[src/pkg/spi_port_pkg.sv]
// constants shared by the serial peripheral port and its register bus
package spi_port_pkg;

  // register byte offsets
  localparam logic [11:0] OFF_STAT = 12'h000;
  localparam logic [11:0] OFF_RX = 12'h004;
  localparam logic [11:0] OFF_TX = 12'h008;
  localparam logic [11:0] OFF_DIV = 12'h00C;
  localparam logic [11:0] OFF_CTRL = 12'h010;
  localparam logic [11:0] OFF_MASK = 12'h014;

  // serial_port_control_reg fields
  localparam int CTL_EN = 0;
  localparam int CTL_MST = 1;
  localparam int CTL_CPOL = 2;
  localparam int CTL_CPHA = 3;
  localparam int CTL_PINS = 4;
  localparam int CTL_W = 5;

  // status and mask fields
  localparam int STS_DONE = 0;
  localparam int STS_OVR = 1;
  localparam int STS_BUSY = 2;
  localparam int STS_W = 2;

  // values after reset
  localparam logic [CTL_W-1:0] CTRL_RST = 5'h00;
  localparam logic [7:0] DIV_RST = 8'h00;
  localparam logic [STS_W-1:0] MASK_RST = 2'h0;
  localparam logic [7:0] TXD_RST = 8'h00;

  // serial word and timing
  localparam int WORD_BITS = 8;
  localparam logic [3:0] LAST_EDGE = 4'hF;
  localparam int CLK_MHZ = 100;
  localparam int SCK_MAX_MBPS = 20;
  localparam int SLV_MAX_MBPS = 10;
  // smallest divider that keeps the master clock at or under its top rate
  localparam int DIV_MIN_I = (CLK_MHZ + 2 * SCK_MAX_MBPS - 1) / (2 * SCK_MAX_MBPS) - 1;
  localparam logic [7:0] DIV_MIN = DIV_MIN_I[7:0];

  typedef enum logic [1:0] {
    ST_IDLE = 2'b00,
    ST_MASTER = 2'b01,
    ST_SLAVE = 2'b10
  } port_state_e;

endpackage

[src/hdl/spi_port.sv]
// byte-wide full-duplex serial peripheral port, master or slave, apb registers
`timescale 1ns/1ps
module spi_port (
  // clock and reset
  input wire logic pclk,
  input wire logic presetn,
  // apb slave
  input wire logic psel,
  input wire logic penable,
  input wire logic pwrite,
  input wire logic [11:0] paddr,
  input wire logic [31:0] pwdata,
  output logic [31:0] prdata,
  output logic pready,
  output logic pslverr,
  // interrupt
  output logic irq,
  // port 1 bit 4, serial clock
  input wire logic sclk_in,
  output logic sclk_out,
  output logic sclk_oe,
  // port 1 bit 5, master in slave out
  input wire logic miso_in,
  output logic miso_out,
  output logic miso_oe,
  // port 1 bit 6, master out slave in
  input wire logic mosi_in,
  output logic mosi_out,
  output logic mosi_oe,
  // port 1 bit 7, active-low select
  input wire logic sel_n_in,
  output logic sel_n_out,
  output logic sel_n_oe
);
  import spi_port_pkg::*;

  typedef struct packed {
    port_state_e st;
    logic [CTL_W-1:0] ctrl;
    logic [7:0] div;
    logic [STS_W-1:0] mask;
    logic [STS_W-1:0] stat;
    logic [STS_W-1:0] clr;
    logic [7:0] txd;
    logic [7:0] rxd;
    logic [7:0] sh;
    logic [7:0] rxs;
    logic [7:0] cnt;
    logic [3:0] edges;
    logic [1:0] cap;
    logic [1:0] fin;
    logic sclk;
    logic sel_n;
    logic sclk_oe;
    logic mosi_oe;
    logic miso_oe;
    logic sel_oe;
    logic irq;
    logic [31:0] prdata;
    logic pready;
    logic pslverr;
    logic [2:0] sck_s;
    logic [2:0] miso_s;
    logic [2:0] mosi_s;
    logic [2:0] sel_s;
    logic sck_f;
    logic miso_f;
    logic mosi_f;
    logic sel_f;
  } port_s;

  port_s r;
  port_s n;

  logic wr;
  logic rd_acc;
  logic go;
  logic edge_go;
  logic lead;
  logic din;
  logic samp;
  logic done;
  logic busy;
  logic [7:0] rxs_n;
  logic [31:0] rdata;
  logic mapped;

  // divider below the floor is raised so the master never exceeds its top rate
  function automatic logic [7:0] eff_div(input logic [7:0] d);
    eff_div = (d < DIV_MIN) ? DIV_MIN : d;
  endfunction

  // a change counts once the second and third stages agree
  function automatic logic flt(input logic [2:0] s, input logic f);
    flt = (s[1] == s[2]) ? s[2] : f;
  endfunction

  assign wr = psel && penable && pwrite;
  assign rd_acc = psel && penable && !pwrite;
  assign go = r.ctrl[CTL_EN] && r.ctrl[CTL_PINS];
  assign busy = (r.st == ST_MASTER) || ((r.st == ST_SLAVE) && !r.sel_f);

  always_comb begin
    rdata = 32'h0000_0000;
    mapped = 1'b1;
    case (paddr)
      OFF_STAT: rdata = {29'h0000_0000, busy, r.stat};
      OFF_RX: rdata = {24'h00_0000, r.rxd};
      OFF_TX: rdata = 32'h0000_0000;
      OFF_DIV: rdata = {24'h00_0000, r.div};
      OFF_CTRL: rdata = {27'h000_0000, r.ctrl};
      OFF_MASK: rdata = {30'h0000_0000, r.mask};
      default: mapped = 1'b0;
    endcase
  end

  always_comb begin
    n = r;
    edge_go = 1'b0;
    lead = 1'b0;
    din = 1'b0;
    samp = 1'b0;
    done = 1'b0;
    rxs_n = r.rxs;
    n.pready = 1'b1;

    // pin synchronisers, first stage read only by the second
    n.sck_s = {r.sck_s[1:0], sclk_in};
    n.miso_s = {r.miso_s[1:0], miso_in};
    n.mosi_s = {r.mosi_s[1:0], mosi_in};
    n.sel_s = {r.sel_s[1:0], sel_n_in};
    n.sck_f = flt(r.sck_s, r.sck_f);
    n.miso_f = flt(r.miso_s, r.miso_f);
    n.mosi_f = flt(r.mosi_s, r.mosi_f);
    n.sel_f = flt(r.sel_s, r.sel_f);

    // register writes take effect at the access edge
    if (wr) begin
      case (paddr)
        OFF_TX: n.txd = pwdata[7:0];
        OFF_DIV: n.div = pwdata[7:0];
        OFF_CTRL: n.ctrl = pwdata[CTL_W-1:0];
        OFF_MASK: n.mask = pwdata[STS_W-1:0];
        default: n.txd = r.txd;
      endcase
    end

    // read data is captured in the setup cycle; only what was shown is cleared
    if (psel && !penable) begin
      n.prdata = rdata;
      n.pslverr = !mapped;
      n.clr = (!pwrite && paddr == OFF_STAT) ? r.stat : '0;
    end
    if (rd_acc && paddr == OFF_STAT) begin
      n.stat = r.stat & ~r.clr;
    end

    case (r.st)
      ST_IDLE: begin
        n.sclk = r.ctrl[CTL_CPOL];
        n.sel_n = 1'b1;
        n.cnt = 8'h00;
        n.edges = 4'h0;
        if (go && r.ctrl[CTL_MST] && wr && paddr == OFF_TX) begin
          n.st = ST_MASTER;
          n.sh = pwdata[7:0];
          n.sel_n = 1'b0;
        end else if (go && !r.ctrl[CTL_MST]) begin
          n.st = ST_SLAVE;
          n.sh = r.txd;
        end
      end
      ST_MASTER: begin
        if (!go || !r.ctrl[CTL_MST]) begin
          // disabling mid-byte aborts; no flag, select released
          n.st = ST_IDLE;
          n.sel_n = 1'b1;
          n.sclk = r.ctrl[CTL_CPOL];
        end else if (r.cnt == eff_div(r.div)) begin
          n.cnt = 8'h00;
          edge_go = 1'b1;
          lead = (r.sclk == r.ctrl[CTL_CPOL]);
          n.sclk = !r.sclk;
        end else begin
          n.cnt = r.cnt + 8'h01;
        end
      end
      ST_SLAVE: begin
        if (!go || r.ctrl[CTL_MST]) begin
          n.st = ST_IDLE;
        end else if (r.sel_f) begin
          // deselected: restart the word and keep the latest byte ready
          n.edges = 4'h0;
          n.sh = r.txd;
        end else if (r.sck_s[1] == r.sck_s[2] && r.sck_s[2] != r.sck_f) begin
          edge_go = 1'b1;
          lead = (r.sck_s[2] != r.ctrl[CTL_CPOL]);
          din = r.mosi_f;
        end
      end
      default: n.st = ST_IDLE;
    endcase

    // the miso filter lags four cycles behind the pin, so the master takes each
    // sample two cycles after its clock edge; still inside the bit at top rate
    n.cap = {r.cap[0], 1'b0};
    n.fin = {r.fin[0], 1'b0};
    if (r.cap[1]) begin
      rxs_n = {r.rxs[6:0], r.miso_f};
      n.rxs = rxs_n;
    end
    if (r.fin[1]) begin
      done = 1'b1;
      n.rxd = rxs_n;
    end

    // shared shift engine: sample on one edge, launch on the other
    if (edge_go) begin
      samp = lead ^ r.ctrl[CTL_CPHA];
      if (samp && r.st == ST_MASTER) begin
        n.cap[0] = 1'b1;
      end else if (samp) begin
        rxs_n = {r.rxs[6:0], din};
        n.rxs = rxs_n;
      end else if (r.edges != 4'h0) begin
        n.sh = {r.sh[6:0], 1'b0};
      end
      n.edges = r.edges + 4'h1;
      if (r.edges == LAST_EDGE) begin
        // sixteen edges, eight periods, make one byte
        n.sh = r.txd;
        if (r.st == ST_MASTER) begin
          n.st = ST_IDLE;
          n.sel_n = 1'b1;
          n.fin[0] = 1'b1;
        end else begin
          done = 1'b1;
          n.rxd = rxs_n;
        end
      end
    end

    // sticky events: a set in the clearing cycle wins
    if (done) begin
      n.stat[STS_DONE] = 1'b1;
      n.stat[STS_OVR] = n.stat[STS_OVR] | r.stat[STS_DONE];
    end
    n.irq = |(n.stat & n.mask);

    // pin directions follow the role; nothing is driven until pins are given over
    n.sclk_oe = n.ctrl[CTL_PINS] && n.ctrl[CTL_MST];
    n.mosi_oe = n.ctrl[CTL_PINS] && n.ctrl[CTL_MST];
    n.sel_oe = n.ctrl[CTL_PINS] && n.ctrl[CTL_MST];
    // slave only drives miso while selected, so shared miso lines do not clash
    n.miso_oe = n.ctrl[CTL_PINS] && !n.ctrl[CTL_MST] && n.st == ST_SLAVE
                && !r.sel_f;
  end

  always_ff @(posedge pclk or negedge presetn) begin
    if (!presetn) begin
      r <= '0;
      r.st <= ST_IDLE;
      r.ctrl <= CTRL_RST;
      r.div <= DIV_RST;
      r.mask <= MASK_RST;
      r.txd <= TXD_RST;
      r.sel_n <= 1'b1;
      r.sck_s <= 3'h0;
      r.sel_s <= 3'h7;
      r.sel_f <= 1'b1;
    end else begin
      r <= n;
    end
  end

  assign prdata = r.prdata;
  assign pready = r.pready;
  assign pslverr = r.pslverr;
  assign irq = r.irq;
  assign sclk_out = r.sclk;
  assign sclk_oe = r.sclk_oe;
  assign miso_out = r.sh[7];
  assign miso_oe = r.miso_oe;
  assign mosi_out = r.sh[7];
  assign mosi_oe = r.mosi_oe;
  assign sel_n_out = r.sel_n;
  assign sel_n_oe = r.sel_oe;
endmodule

[config.mk]
export PLATFORM = sky130hd
export DESIGN_NAME = spi_port
export DESIGN_NICKNAME = d
export VERILOG_FILES = /design/src/pkg/spi_port_pkg.sv /design/src/hdl/spi_port.sv
export SDC_FILE = /design/constraint.sdc
export NUM_CORES = 1
export LEC_CHECK = 0
export BUFFER_PORTS_ARGS = -buffer_cell sky130_fd_sc_hd__buf_2
export CORE_ASPECT_RATIO = 0.8
export CORE_MARGIN = 2
export CORE_UTILIZATION = 55
export DETAILED_ROUTE_END_ITERATION = 8
export PLACE_DENSITY = 0.82
export SLEW_MARGIN = 20
export SYNTH_ARGS = -nofsm -noshare
export SYNTH_HDL_FRONTEND = slang
export SYNTH_SLANG_ARGS = --single-unit
export TNS_END_PERCENT = 10
[constraint.sdc]
create_clock -name pclk -period 3.1 [get_ports pclk]
set_input_delay 0.93 -clock pclk [delete_from_list [all_inputs] [get_ports pclk]]
set_output_delay 0.93 -clock pclk [all_outputs]
set_load 0.03 [all_outputs]
# Word level (Yosys, flattened, before mapping)

Index checks and enable logic that the tools add are counted.

Bits in registers: 124

Equality and inequality tests: 21
Reductions and logical operators: 42
Bitwise gates (word level): 5
$lt $le $gt $ge: 1
Add/subtract/negate cells: 2
Muxes and demuxes: 73

Operators with widths:

| kind                  | number |
|---|---|
| $mux W8               | 15 |
| $pmux W8 S5           | 1 |
| $mux W16              | 2 |
| $pmux W8 S2           | 2 |
| $mux W1               | 31 |
| $eq A12 B4 Y1 const B | 2 |
| $eq A12 B5 Y1 const B | 2 |
| $mux W24              | 1 |
| $mux W2               | 11 |
| $logic_and A1 B1 Y1   | 18 |
| $mux W15              | 1 |
| $eq A12 B3 Y1 const B | 1 |
| $logic_not A12 Y1     | 1 |
| $mux W4               | 3 |
| $reduce_and A2 Y1     | 5 |
| $ne A3 B3 Y1 const B  | 3 |
| $add A8 B1 Y8 const B | 1 |
| $eq A8 B8 Y1          | 1 |
| $logic_not A1 Y1      | 8 |
| $lt A8 B2 Y1 const B  | 1 |
| $pmux W4 S2           | 1 |
| $pmux W2 S3           | 1 |
| $reduce_or A6 Y1      | 1 |
| $eq A1 B1 Y1          | 5 |
| other kinds (20)      | 26 |

# Logic depth before layout (Yosys ltp)

Depth after elaboration: 12
Gate-level depth with buffers: 10
Gate-level depth less buffers: 8

# Least setup slack after synthesis

OpenSTA, ideal clock, no wires.

Path type: input -> register
Start: input port paddr[11]
End: register r[86] (netlist bit)
Arrival: 2.542 ns
Path buffers: 1
Library setup time: 0.069 ns
Setup slack: 0.488 ns
Stages on the path: 7
Required time: 3.031 ns
Cells stage by stage: nor4_4 -> nand4_4 -> or4_1 -> clkbuf_1 -> o221ai_1 -> nand4_1 -> nand3_1

RTL lines:

| item                   | line            | RTL |
|---|---|---|
| start: declaration     | spi_port.sv:11  | `input wire logic [11:0] paddr,` |
| end signal: assignment | spi_port.sv:272 | `r <= n;` |
| end: declaration       | spi_port.sv:72  | `port_s r;` |

==> metrics.yaml <==
syn_to_final_growth_pct: 10.9
synthesis.area_um2: 5500
final_cell_mix: "95 x dfrtp_1, 65 x nand2_1, 46 x buf_2"
reg2reg_to: "r[78]$_DFF_PN0_"
path_class: "reg2reg"
drc_errors: 0
path_cells: "nand4_2 -> nor4_1 -> o311ai_2 -> and2_0 -> nand2b_1 -> a21oi_1"
diodes: 0
yosys_warnings: 0
cts_sinks: 100
wirelength_um: 13400
numCtsBuffers: 9
fin_crit_ps: 2750
setup_viol: 0
hold_viol_final: 0
rsz0062_at_grt: "no"
start_util_pct: 56.8
maxCapViolCount: 0
die_y_um: 93.5
clk_pin_slew_ps: 70
ant_nets: 0
whs_path_depth: 0
hold_buffers: 0
grt.overflow.total: 0
synth_top_cells_by_area: "dfrtp_1 43%, buf_4 4.8%, nand2_1 4.4%, o21ai_0 3.6%, mux2_2 3.3%"
ys.flop_type: "dfrtp_1"
h-tree-depth: 3
ir_drop_mv: 0.313
drive_above_1_share_pct: 19.6
slew_headroom_pct: 48.9
slew_viol_final: 0
crit_path_start_kind: "flop"
fin_crit_sh_pct: 88.6
vias_per_cell: 6.24
gp_congestion: 0.910
io_buffers: 47
grt_pass1_vias: 4324
cts_tree: "done"
grt_usage_pct: 25.9
outcome: "finished clean"
synth_cell_types: 69
grt_max_degree: 57
critPathMaxStageDelay_ps: 630
wl_per_cell_um: 18.1
skew_ps: 6.18
rows: 32
critPathLaunch: "r[120]$_DFF_PN0_"
drt_iter0_markers: 585
critPathMaxFanout: 14
required_ps: 3380
synth_edf_count: 0
hp-class: "reg2reg"
syn_inst: 559
vias: 4630
worst_r2r_startpoint: "r[120]$_DFF_PN0_"
async_flop_share_pct: 100
antenna_found_initial: 0
synth_top_area_share_pct: 43.2
end_kind: "flop"
crit_arrival_ps: 3020
layout_commonest_cell: "dfrtp_1"
finalPower_mw: 2.64
synth_top_area_cell: "dfrtp_1"
synth_seq_cells: 100
fmax_mhz: 364
core_area_um2: 9690
crit_path_end: "r[78]$_DFF_PN0_"
ys_seq_area_share_pct: 45.6
post-route-util_pct: 63.0
tightest_slew_ps: 766
cts_root_buf: "clkbuf_16"
dp_hpwl_um: 9860
p_leak_nw: 2.84
die-width_um: 116
drt_first_pass_iters: 5
cp_slowest_cell: "dfrtp_1"
fin_nets: 661
regToRegSetupSlack_ps: 350
whs_ps: 347
synth_area_per_cell_um2: 9.85
rr_worst_depth: 6
power.density_nw_per_um2: 433
tns_ps: 0
grt_pass1_wl_um: 21500
ios: 96
clk_latency_ps: 350
clockBufferDepth: 2
die_area_um2: 10800
==> registers in the layout, indices dropped and copies added, names as in the netlist <==
| signal | flops |
|---|---|
| miso_oe | 1 |
| miso_out | 1 |
| n | 10 |
| r | 74 |
| sel_n_out | 1 |
| sel_n_oe | 1 |
| pslverr | 1 |
| irq | 1 |
| pready | 1 |
| sclk_out | 1 |
| prdata | 8 |
==> cell families after synthesis <==
| logic type | synth area share, % |
|---|---|
| buf+inv | 8.02 |
| compound gates | 18.2 |
| fa+ha+maj | 2.32 |
| flops | 45.6 |
| other cells | 0.136 |
| simple gates | 17.7 |
| xor+xnor | 2.23 |
| mux | 5.82 |
==> layout make-up <==
type / instances / area, µm²
clock buffer: 11 / 253
clock inverter: 5 / 58.8
fill: 788 / 3590
inverter: 21 / 78.8
multi-input combinational: 404 / 2650
sequential: 100 / 2510
tap: 136 / 170
timing repair buffer: 65 / 385
==> critical path, delay by kind of cell (launching register included) <==
| kind | cells | cell delay, ps |
|---|---|---|
| flip-flops | 1 | 630 |
| AND/OR/NAND/NOR | 4 | 1620 |
| AO/OA/AOI/OAI | 2 | 420 |
==> power by group <==
| part | total [mW] | switching, mW | internal [mW] | leakage, nW |
|---|---|---|---|---|
| Clock | 1.17 | 0.501 | 0.671 | 0.148 |
| Sequential | 1.33 | 0.0109 | 1.32 | 1.30 |
| Combinational | 0.135 | 0.106 | 0.0297 | 1.39 |
| Total | 2.64 | 0.618 | 2.02 | 2.84 |
==> per-stage QoR <==
step	instance area [µm²]	setup WS (ps)	cells
final	6100	354	742
after CTS	6090	131	742
after global placement	5780	203	726
after floorplan	5590	488	582
after detailed placement	5780	127	726
after global routing	6100	156	742
==> repair_timing <==
action,CTS,global route
gates resized for setup,0,1
setup endpoints to repair,0,11
setup buffers,0,0
==> synthesized netlist by cell type, types with 4 or more instances <==
cell type  count
o221ai_1       8
o21ai_0       40
o211ai_1       9
maj3_1         4
a22oi_1        7
dfrtp_1       95
a211oi_1       4
o31ai_1        6
a21oi_1       19
dfstp_2        5
buf_4         35
clkbuf_1      18
nor2_1        28
nand3_1       26
ha_1           7
mux2i_1       14
xor2_1         9
inv_1         21
o2111ai_1      5
mux2_2        16
a32oi_1        7
nand2_1       65
nand4_1        7
a31oi_1        6
nor4_1         4
nand2b_1       4
nor3_1         8
and3_1        10
xnor2_1        5
a22o_1         5
==> per-layer routing <==
layer / vias to the layer above / track usage (%) / share of wire, %
li1: 2079 / - / -
met1: 2266 / 35.6 / 42
met2: 239 / 40.0 / 47
met3: 46 / 5.90 / 8.2
met4: 0 / 9.92 / 3.0
met5: - / 0 / 0
==> worst min-delay path by stage <==
stage,start,to,slack (ps)
floorplan,n[11]$_DFF_PN0_,n[12]$_DFF_PN0_,330
global placement,n[58]$_DFF_PN0_,r[58]$_DFF_PN0_,330
detailed placement,n[11]$_DFF_PN0_,n[12]$_DFF_PN0_,340
CTS,n[58]$_DFF_PN0_,r[58]$_DFF_PN0_,350
global route,n[5]$_DFF_PN1_,n[6]$_DFF_PN1_,360
finish,n[58]$_DFF_PN0_,r[58]$_DFF_PN0_,350
(Power assumes the default switching activity.)
